**src/logic/sdc_consts.svh**
```systemverilog
// constants for the remote dictionary access block
`ifndef SDC_CONSTS_SVH
`define SDC_CONSTS_SVH

// ----------------------------------------------------------------
// register byte offsets
// ----------------------------------------------------------------
`define SDC_OFF_CMD      8'h00
`define SDC_OFF_ACTION   8'h04
`define SDC_OFF_DATA     8'h08
`define SDC_OFF_INDEX    8'h0C
`define SDC_OFF_SUBIDX   8'h10
`define SDC_OFF_COUNT    8'h14
`define SDC_OFF_TIMEOUT  8'h18
`define SDC_OFF_CLIENT   8'h1C
`define SDC_OFF_STATUS   8'h20
`define SDC_OFF_USER     8'h40

// ----------------------------------------------------------------
// command words and fields
// ----------------------------------------------------------------
`define SDC_OPCODE       32'h0000_0050
`define SDC_ACC_BIT      2
`define SDC_LONG_BIT     15
`define SDC_CONST_MAX    16'h0004
`define SDC_CLIENT1      16'h0001
`define SDC_CLIENT2      16'h0002
`define SDC_OBJ_CLIENT1  16'h1280
`define SDC_OBJ_CLIENT2  16'h1281
`define SDC_RSP_OK       2'h0
`define SDC_ST_BUSY      0
`define SDC_ST_ZERO      1
`define SDC_ST_NEG       2
`define SDC_ST_POS       3

// ----------------------------------------------------------------
// timing
// ----------------------------------------------------------------
`define SDC_TICK_NS      120000
`define SDC_CLK_NS       50
`define SDC_TICK_CYC     ((`SDC_TICK_NS + `SDC_CLK_NS - 1) / `SDC_CLK_NS)

`endif

```
**src/logic/sdc_pkg.sv**
```systemverilog
// types for the remote dictionary access block
`default_nettype none
package sdc_pkg;
    typedef enum logic [1:0]
    {
        SDC_ST_IDLE = 2'b00,
        SDC_ST_REQ  = 2'b01,
        SDC_ST_XFER = 2'b10
    } sdc_state_type;

    typedef enum logic [1:0]
    {
        SDC_ACT_UPLOAD   = 2'b00,
        SDC_ACT_DL_REG   = 2'b01,
        SDC_ACT_DL_CONST = 2'b10
    } sdc_action_type;
endpackage
`default_nettype wire

```
**src/logic/sdc_remote_dictionary_access.sv**
```systemverilog
// sdo client executing one remote dictionary access command at a time
// Function
// - action 0 uploads to registers, 1 downloads registers, 2 downloads constant
// - action bit 2 keeps the transfer, merges flags into existing ones
// - without accumulate, flags are replaced by this transfer's outcome
// - timeout ends command with positive set, zero and negative clear
// - read-only or missing object ends with negative only
// - success sets zero, clears positive and negative
// - timeout counts 120 us ticks
// - client 1 uses object 1280h, client 2 uses 1281h, nothing else
// - register actions start at given register, spill upward past four bytes
// - bytes packed low byte of lowest register upward
// - constant action sends a 32-bit immediate, at most four bytes
// - download low byte first; server takes only the bytes it needs
// - upload byte count caps bytes stored; later bytes are still taken from the server
// - count bit 15 lets a longer string upload end without error
// - index and sub-index address the remote entry
// - command opcode 80 (0x50), seven parameter words
// - one client talks to one server, one command in flight
// - after accumulation negative means disallowed, positive means timeout
`include "sdc_consts.svh"
`timescale 1ns/1ps
`default_nettype none

module sdc_remote_dictionary_access
    import sdc_pkg::*;
#(
    parameter int NREG = 16
)
(
    // clock and reset
    input  wire logic        clock_i,
    input  wire logic        reset_n_i,
    // apb slave
    input  wire logic        psel_i,
    input  wire logic        penable_i,
    input  wire logic        pwrite_i,
    input  wire logic [7:0]  paddr_i,
    input  wire logic [31:0] pwdata_i,
    output logic      [31:0] prdata_o,
    output logic             pready_o,
    output logic             pslverr_o,
    // sdo request to remote server
    output logic             sdo_req_valid_o,
    input  wire logic        sdo_req_ready_i,
    output logic             sdo_upload_o,
    output logic      [15:0] sdo_client_obj_o,
    output logic      [15:0] sdo_index_o,
    output logic      [7:0]  sdo_subidx_o,
    output logic      [15:0] sdo_size_o,
    // download byte stream
    output logic             sdo_dl_valid_o,
    output logic      [7:0]  sdo_dl_data_o,
    input  wire logic        sdo_dl_ready_i,
    // upload byte stream
    input  wire logic        sdo_ul_valid_i,
    input  wire logic [7:0]  sdo_ul_data_i,
    output logic             sdo_ul_ready_o,
    // server completion
    input  wire logic        sdo_rsp_valid_i,
    input  wire logic [1:0]  sdo_rsp_code_i,
    // internal status word flags
    output logic             busy_o,
    output logic             isw_zero_o,
    output logic             isw_neg_o,
    output logic             isw_pos_o
);

    localparam int IW = (NREG > 1) ? $clog2(NREG) : 1;
    localparam logic [11:0] TICK_LAST = 12'(`SDC_TICK_CYC - 1);

    // ----------------------------------------------------------------
    // functions
    // ----------------------------------------------------------------
    function automatic logic [7:0] byte_of(input logic [31:0] w, input logic [1:0] lane);
        byte_of = w[8*lane +: 8];
    endfunction

    function automatic logic user_hit(input logic [7:0] a);
        user_hit = (32'(a) >= 32'(`SDC_OFF_USER)) && (32'(a) < 32'(`SDC_OFF_USER) + 32'(4 * NREG));
    endfunction

    function automatic logic reg_mapped(input logic [7:0] a);
        reg_mapped = (a == `SDC_OFF_CMD) || (a == `SDC_OFF_ACTION) || (a == `SDC_OFF_DATA)
                  || (a == `SDC_OFF_INDEX) || (a == `SDC_OFF_SUBIDX) || (a == `SDC_OFF_COUNT)
                  || (a == `SDC_OFF_TIMEOUT) || (a == `SDC_OFF_CLIENT) || (a == `SDC_OFF_STATUS)
                  || user_hit(a);
    endfunction

    // ----------------------------------------------------------------
    // state
    // ----------------------------------------------------------------
    sdc_state_type state_q;
    sdc_state_type state_d;
    logic [15:0]   action_q;
    logic [31:0]   data_q;
    logic [15:0]   index_q;
    logic [7:0]    subidx_q;
    logic [15:0]   count_q;
    logic [15:0]   timeout_q;
    logic [15:0]   client_q;
    logic [31:0]   user_q [NREG];
    logic [15:0]   idx_q;
    logic [15:0]   idx_d;
    logic [11:0]   tick_div_q;
    logic [15:0]   tick_cnt_q;
    logic          acc_q;
    logic          ovf_q;
    logic          zero_q;
    logic          neg_q;
    logic          pos_q;
    logic          dl_valid_q;
    logic [7:0]    dl_byte_q;
    logic [31:0]   prdata_q;
    logic          upload_q;
    logic [15:0]   client_obj_q;
    logic [15:0]   size_q;
    logic [31:0]   rd_word;

    // ----------------------------------------------------------------
    // apb decode
    // ----------------------------------------------------------------
    wire        idle      = (state_q == SDC_ST_IDLE);
    wire        acc_phase = psel_i & penable_i;
    wire        wr        = acc_phase & pwrite_i & reg_mapped(paddr_i);
    wire        wr_param  = wr & idle;
    wire [31:0] uoff      = 32'(paddr_i) - 32'(`SDC_OFF_USER);
    wire [IW-1:0] uidx    = uoff[IW+1:2];
    wire        wr_user   = wr & user_hit(paddr_i);
    wire        wr_cmd    = wr & (paddr_i == `SDC_OFF_CMD) & (pwdata_i == `SDC_OPCODE);

    always_comb
    begin
        if (paddr_i == `SDC_OFF_ACTION)
            rd_word = {16'h0000, action_q};
        else if (paddr_i == `SDC_OFF_DATA)
            rd_word = data_q;
        else if (paddr_i == `SDC_OFF_INDEX)
            rd_word = {16'h0000, index_q};
        else if (paddr_i == `SDC_OFF_SUBIDX)
            rd_word = {24'h00_0000, subidx_q};
        else if (paddr_i == `SDC_OFF_COUNT)
            rd_word = {16'h0000, count_q};
        else if (paddr_i == `SDC_OFF_TIMEOUT)
            rd_word = {16'h0000, timeout_q};
        else if (paddr_i == `SDC_OFF_CLIENT)
            rd_word = {16'h0000, client_q};
        else if (paddr_i == `SDC_OFF_STATUS)
            rd_word = {28'h000_0000, pos_q, neg_q, zero_q, !idle};
        else if (user_hit(paddr_i))
            rd_word = user_q[uidx];
        else
            rd_word = 32'h0000_0000;
    end

    assign pready_o  = acc_phase;
    assign pslverr_o = acc_phase & ~reg_mapped(paddr_i);
    assign prdata_o  = prdata_q;

    // read data captured in setup phase
    always_ff @(posedge clock_i)
    begin
        if (!reset_n_i)
            prdata_q <= 32'h0000_0000;
        else if (psel_i & ~penable_i)
            prdata_q <= rd_word;
    end

    // ----------------------------------------------------------------
    // parameter words, written only while idle
    // ----------------------------------------------------------------
    always_ff @(posedge clock_i)
    begin
        if (!reset_n_i)
        begin
            action_q  <= 16'h0000;
            data_q    <= 32'h0000_0000;
            index_q   <= 16'h0000;
            subidx_q  <= 8'h00;
            count_q   <= 16'h0000;
            timeout_q <= 16'h0000;
            client_q  <= `SDC_CLIENT1;
        end
        else if (wr_param)
        begin
            if (paddr_i == `SDC_OFF_ACTION)  action_q  <= pwdata_i[15:0];
            if (paddr_i == `SDC_OFF_DATA)    data_q    <= pwdata_i;
            if (paddr_i == `SDC_OFF_INDEX)   index_q   <= pwdata_i[15:0];
            if (paddr_i == `SDC_OFF_SUBIDX)  subidx_q  <= pwdata_i[7:0];
            if (paddr_i == `SDC_OFF_COUNT)   count_q   <= pwdata_i[15:0];
            if (paddr_i == `SDC_OFF_TIMEOUT) timeout_q <= pwdata_i[15:0];
            if (paddr_i == `SDC_OFF_CLIENT)  client_q  <= pwdata_i[15:0];
        end
    end

    // ----------------------------------------------------------------
    // command decode and limits
    // ----------------------------------------------------------------
    wire [1:0]  act_base  = action_q[1:0];
    wire        act_ok    = (action_q[15:3] == 13'h0000) && (act_base != 2'b11);
    wire        cli_ok    = (client_q == `SDC_CLIENT1) || (client_q == `SDC_CLIENT2);
    wire        is_up     = (act_base == SDC_ACT_UPLOAD);
    wire        is_const  = (act_base == SDC_ACT_DL_CONST);
    wire [15:0] cnt15     = {1'b0, count_q[14:0]};
    wire [15:0] lim       = (is_const && cnt15 > `SDC_CONST_MAX) ? `SDC_CONST_MAX : cnt15;
    wire        start     = wr_cmd & idle & act_ok & cli_ok;
    wire        start_bad = wr_cmd & idle & ~(act_ok & cli_ok);

    // ----------------------------------------------------------------
    // byte addressing into user registers
    // ----------------------------------------------------------------
    wire [31:0] tgt       = data_q + 32'(idx_q[15:2]);
    wire        tgt_ok    = tgt < 32'(NREG);
    wire        ul_take   = (state_q == SDC_ST_XFER) & upload_q & sdo_ul_valid_i;
    wire        ul_store  = ul_take & (idx_q < lim);
    wire        ul_over   = ul_take & (idx_q >= lim) & ~count_q[`SDC_LONG_BIT];
    wire        dl_adv    = dl_valid_q & sdo_dl_ready_i;
    wire [31:0] tgt_d     = data_q + 32'(idx_d[15:2]);
    wire [31:0] src_word  = is_const ? data_q : ((tgt_d < 32'(NREG)) ? user_q[tgt_d[IW-1:0]] : 32'h0000_0000);

    assign idx_d = start ? 16'h0000 : idx_q + 16'(dl_adv | ul_store);

    genvar gi;
    generate
        for (gi = 0; gi < NREG; gi++)
        begin : g_user
            wire hit_ul = ul_store & tgt_ok & (tgt[IW-1:0] == IW'(gi));
            always_ff @(posedge clock_i)
            begin
                if (!reset_n_i)
                    user_q[gi] <= 32'h0000_0000;
                else if (hit_ul)
                    user_q[gi][8*idx_q[1:0] +: 8] <= sdo_ul_data_i;
                else if (wr_user & (uidx == IW'(gi)))
                    user_q[gi] <= pwdata_i;
            end
        end
    endgenerate

    // ----------------------------------------------------------------
    // tick timer
    // ----------------------------------------------------------------
    wire tick      = !idle && (tick_div_q == TICK_LAST);
    wire timed_out = !idle && (tick_cnt_q >= timeout_q);

    always_ff @(posedge clock_i)
    begin
        if (!reset_n_i || start || idle)
        begin
            tick_div_q <= 12'h000;
            tick_cnt_q <= 16'h0000;
        end
        else
        begin
            tick_div_q <= tick ? 12'h000 : tick_div_q + 12'h001;
            if (tick && tick_cnt_q != 16'hFFFF)
                tick_cnt_q <= tick_cnt_q + 16'h0001;
        end
    end

    // ----------------------------------------------------------------
    // sequencing and outcome
    // ----------------------------------------------------------------
    wire fin_rsp = (state_q == SDC_ST_XFER) & sdo_rsp_valid_i;
    wire fin_rej = start_bad | (fin_rsp & ((sdo_rsp_code_i != `SDC_RSP_OK) | ovf_q | ul_over));
    wire fin_ok  = fin_rsp & ~fin_rej;
    wire fin_to  = timed_out & ~fin_rsp;
    wire fin_any = fin_rej | fin_ok | fin_to;
    wire res_z   = fin_ok;
    wire res_n   = fin_rej;
    wire res_p   = fin_to;
    wire acc_now = start_bad ? action_q[`SDC_ACC_BIT] : acc_q;

    always_comb
    begin
        state_d = state_q;
        case (state_q)
            SDC_ST_IDLE:
                if (start)
                    state_d = SDC_ST_REQ;
            SDC_ST_REQ:
                if (fin_to)
                    state_d = SDC_ST_IDLE;
                else if (sdo_req_ready_i)
                    state_d = SDC_ST_XFER;
            SDC_ST_XFER:
                if (fin_any)
                    state_d = SDC_ST_IDLE;
            default:
                state_d = SDC_ST_IDLE;
        endcase
    end

    always_ff @(posedge clock_i)
    begin
        if (!reset_n_i)
            state_q <= SDC_ST_IDLE;
        else
            state_q <= state_d;
    end

    always_ff @(posedge clock_i)
    begin
        if (!reset_n_i)
        begin
            zero_q <= 1'b0;
            neg_q  <= 1'b0;
            pos_q  <= 1'b0;
        end
        else if (fin_any && acc_now)
        begin
            zero_q <= zero_q & res_z;
            neg_q  <= neg_q | res_n;
            pos_q  <= pos_q | res_p;
        end
        else if (fin_any)
        begin
            zero_q <= res_z;
            neg_q  <= res_n;
            pos_q  <= res_p;
        end
    end

    // request fields latched at start
    always_ff @(posedge clock_i)
    begin
        if (!reset_n_i)
        begin
            acc_q        <= 1'b0;
            upload_q     <= 1'b0;
            client_obj_q <= `SDC_OBJ_CLIENT1;
            size_q       <= 16'h0000;
        end
        else if (start)
        begin
            acc_q        <= action_q[`SDC_ACC_BIT];
            upload_q     <= is_up;
            client_obj_q <= (client_q == `SDC_CLIENT2) ? `SDC_OBJ_CLIENT2 : `SDC_OBJ_CLIENT1;
            size_q       <= lim;
        end
    end

    always_ff @(posedge clock_i)
    begin
        if (!reset_n_i)
        begin
            idx_q      <= 16'h0000;
            ovf_q      <= 1'b0;
            dl_valid_q <= 1'b0;
            dl_byte_q  <= 8'h00;
        end
        else
        begin
            idx_q      <= idx_d;
            ovf_q      <= start ? 1'b0 : (ovf_q | ul_over);
            dl_valid_q <= (state_d == SDC_ST_XFER) && !upload_q && (idx_d < size_q);
            dl_byte_q  <= byte_of(src_word, idx_d[1:0]);
        end
    end

    // ----------------------------------------------------------------
    // outputs
    // ----------------------------------------------------------------
    assign sdo_req_valid_o  = (state_q == SDC_ST_REQ);
    assign sdo_upload_o     = upload_q;
    assign sdo_client_obj_o = client_obj_q;
    assign sdo_index_o      = index_q;
    assign sdo_subidx_o     = subidx_q;
    assign sdo_size_o       = size_q;
    assign sdo_dl_valid_o   = dl_valid_q;
    assign sdo_dl_data_o    = dl_byte_q;
    assign sdo_ul_ready_o   = (state_q == SDC_ST_XFER) & upload_q;
    assign busy_o           = !idle;
    assign isw_zero_o       = zero_q;
    assign isw_neg_o        = neg_q;
    assign isw_pos_o        = pos_q;
endmodule // sdc_remote_dictionary_access

`default_nettype wire

```
**config.mk**
```make
export PLATFORM = sky130hd
export DESIGN_NAME = sdc_remote_dictionary_access
export DESIGN_NICKNAME = d
export VERILOG_FILES = /design/src/logic/sdc_pkg.sv /design/src/logic/sdc_remote_dictionary_access.sv
export VERILOG_INCLUDE_DIRS = /design/src /design/src/logic
export SDC_FILE = /design/constraint.sdc
export NUM_CORES = 2
export LEC_CHECK = 0
export ABC_CLOCK_PERIOD_IN_PS = 17700
export BUFFER_PORTS_ARGS = -buffer_cell sky130_fd_sc_hd__buf_2
export CAP_MARGIN = 30
export CORE_UTILIZATION = 35
export DETAILED_ROUTE_END_ITERATION = 12
export SYNTH_ARGS = -nofsm -noshare
export SYNTH_HDL_FRONTEND = slang
export SYNTH_SLANG_ARGS = --single-unit
export TNS_END_PERCENT = 5
```
**constraint.sdc**
```tcl
create_clock -name clock_i -period 17.7 [get_ports clock_i]
set_clock_uncertainty 0.15 [all_clocks]
set_input_delay 5.31 -clock clock_i [delete_from_list [all_inputs] [get_ports clock_i]]
set_output_delay 5.31 -clock clock_i [all_outputs]
set_load 0.02 [all_outputs]
```
==> flow_metrics.py <==
metrics = {
    "floorplanning": {
        "die_w_um": 367.7,
        "die_h_um": 367.7,
        "start_util_pct": 35.42,
        "core_sq_mm": 0.1321,
        "rows": 133,
        "num_io_pins": 165,
        "fp.dieArea_sq_mm": 0.1352,
    },
    "synth": {
        "seq_area_frac_synth_pct": 42.65,
        "synth_ff_type": "edfxtp_1",
        "ys_ff_latch": 741,
        "ys_types": 84,
        "avgSynthCellArea_sq_um": 10.77,
        "async_flop_share_pct": 0,
        "syn-cell-area_sq_mm": 0.04680,
        "syn_inst": 4345,
        "synth_edf_count": 512,
        "yosys_warnings": 0,
    },
    "sta": {
        "fin_crit_sh_pct": 68.12,
        "setup_tns_ns": 0,
        "rsz0062_at_grt": "false",
        "max_freq_ghz": 0.08294,
        "whs_ns": 0.2989,
        "hold_violations": 0,
        "fin_ws_ns": 5.643,
        "fin_crit_ns": 12.06,
        "maxSlewViolCount": 0,
        "timing_worst_slew_pin_value_ns": 1.125,
        "slew_headroom_pct": 23.51,
        "finalSetupViolations": 0,
    },
    "global_routing": {
        "grtUsageTotal_pct": 27.90,
        "grt_pass1_vias": 37570,
        "grt_antenna_before_repair": 23,
        "grt_max_degree": 129,
        "grt-ovfl-total": 0,
        "grt_pass1_wl_um": 275900,
    },
    "placed_design": {
        "dp_hpwl_um": 127400,
        "placed_cells": 5909,
        "portBuffers": 148,
        "place_congestion": 0.9743,
        "pre_cts_ws_ns": 5.318,
    },
    "final_layout": {
        "nets": 4393,
        "area_delta_synth_final_pct": 11.74,
        "most-common-layout-cells": "526 x nand2_1, 512 x edfxtp_1, 401 x mux2i_1",
        "layout_commonest_cell": "nand2_1",
        "drive_gt1_share_pct": 20.21,
        "fillers": 12680,
        "fin_cells": 6079,
    },
    "clock_network": {
        "clk_latency_ns": 0.69,
        "cts.path.max_buffers": 3,
        "cts_sinks": 741,
        "holdBufCountCts": 0,
        "postCtsSetupRepairBufs": 0,
        "h-tree-depth": 3,
        "cts_resized": 0,
        "root_buffer": "clkbuf_16",
        "cts_buffers": 86,
        "clk_pin_slew_worst_paths_ns": 0.06,
        "cts_tree": "built",
    },
    "pwr": {
        "p_int_uw": 3042,
        "p_sw_share_pct": 26.28,
        "power_frac_comb_pct": 9.0,
        "finalPower_uw": 4127,
        "p_seq_share_pct": 47.5,
        "power.switching_uw": 1085,
        "clkPwrFrac_pct": 43.5,
        "power_density_mw_per_mm2": 78.91,
        "power_leakage_uw": 0.01892,
        "ir_worst_vdd_uv": 64.28,
    },
    "setup_path": {
        "critPathRequiredTime_ns": 12.24,
        "cp_max_fo": 3,
        "r2r-end": "sdo_dl_data_o[3]",
        "ff2ff_path_depth": 23,
        "r2r_slack_ns": 9.41,
        "endpoint_kind": "primary output",
        "crit_arrival_ns": 6.60,
        "startpoint_type": "primary input",
        "r2r-start": "action_q[0]",
        "crit_type": "primary input to primary output",
    },
    "status": {
        "status": "finished, final reports clean",
    },
    "drt": {
        "dr.pass1.iters": 6,
        "drt_iter0_markers": 6297,
        "wl_per_cell_um": 31.97,
        "vias": 39990,
        "antenna_left": 0,
        "vias_per_cell": 6.578,
        "routed_wl_um": 194400,
        "drc": 0,
    },
    "worst_hold_path": {
        "hold_start": "prdata_o[7]",
        "hold_depth": 2,
        "hold_class": "flop to flop",
        "whs_endpoint": "prdata_o[7]",
    },
    "flow_run": {
        "drv_cap": 0,
    },
}
-- cell usage after synthesis, types with 17 or more instances --
master	instances	area share [%]
and2_1	20	0.27
clkbuf_1	338	2.7
buf_1	68	0.55
nor2b_1	19	0.25
nand2b_1	17	0.23
nand4_1	106	1.4
a21o_1	30	0.48
edfxtp_1	512	33
o2bb2ai_1	18	0.34
nor2_1	200	1.6
nor4_1	25	0.33
mux4_2	333	16
ha_1	81	2.2
nand2_1	526	4.2
buf_4	24	0.38
mux2i_1	427	9.1
o22ai_1	91	1.2
xor2_1	27	0.51
buf_2	51	0.55
a221oi_1	23	0.43
dfxtp_1	229	9.8
nor3_1	74	0.79
a21oi_1	253	2.7
inv_1	60	0.48
xnor2_1	28	0.52
nand3_1	360	3.8
o21ai_0	150	1.6
and3_1	30	0.40
-- metal layers --
layer  GRT usage (%)  wire [um]  vias to the layer above
met5               0        173                        -
met3           8.328      25980                      624
met2           42.34      86030                     3125
li1                -          -                    16360
met4           14.12      10980                       30
met1           35.97      71210                    19850
-- area by class of cell --
cell class	instances	area, sq um	share of cell area [%]
Sequential cell	741	19960	38.17
Multi-Input combinational cell	3072	25080	47.96
Timing Repair Buffer	290	2072	3.962
Tap cell	1755	2196	4.199
Clock buffer	108	2278	4.357
Inverter	60	230.2	0.4402
Antenna cell	5	12.51	0.02393
Clock inverter	48	465.4	0.8900
-- worst max-delay path, cell delays in order --
cell	delay [ns]
buf_2	0.10
nor4_1	0.76
a21o_1	0.22
nor2b_1	0.05
buf_2	0.15
-- power groups by stage --
stage	Combinational (uW)	Clock [uW]	Sequential, uW
floorplan	209	0	1980
global placement	345	0	1990
detailed placement	355	0	1990
CTS	356	1800	1960
global route	375	1860	1960
finish	371	1800	1960
-- how the worst max path moves through the flow --
| stage | startpoint | end | slack [ns] |
|---|---|---|---|
| floorplan | paddr_i[6] | pslverr_o | 6.19 |
| global placement | paddr_i[3] | sdo_dl_data_o[3] | 5.18 |
| detailed placement | paddr_i[3] | sdo_dl_data_o[3] | 5.32 |
| CTS | paddr_i[1] | pslverr_o | 5.64 |
| global route | paddr_i[1] | pslverr_o | 5.57 |
| finish | paddr_i[1] | pslverr_o | 5.64 |
-- cells by family after synthesis --
family | count (synthesis) | synth area share [%]
muxes | 772 | 25.45
other | 2 | 0.01605
AOI/OAI and AO/OA | 688 | 8.926
adders and majority gates | 83 | 2.251
and+or+nand+nor | 1458 | 14.93
xor gates and xnor gates | 55 | 1.029
DFF | 741 | 42.65
buffers and inverters | 546 | 4.761
-- stage by stage --
step / cell area [sq um] / utilization (%)
detailed placement: 49420 / 37.41
global placement: 49000 / 37.09
finish: 52300 / 39.58
floorplan: 46850 / -
global route: 52290 / 39.57
CTS: 52170 / 39.48
-- state kept, by name, indices dropped and copies added, names as in the netlist, 2 cells and up --
name           count
user_q           512
data_q            32
prdata_o          32
action_q          16
client_q          16
count_q           16
idx_q             16
sdo_index_o       16
tick_cnt_q        16
timeout_q         16
sdo_size_o        15
tick_div_q        12
sdo_dl_data_o      8
sdo_subidx_o       8
state_q            2
No activity file was read; power rests on OpenSTA's default activity.
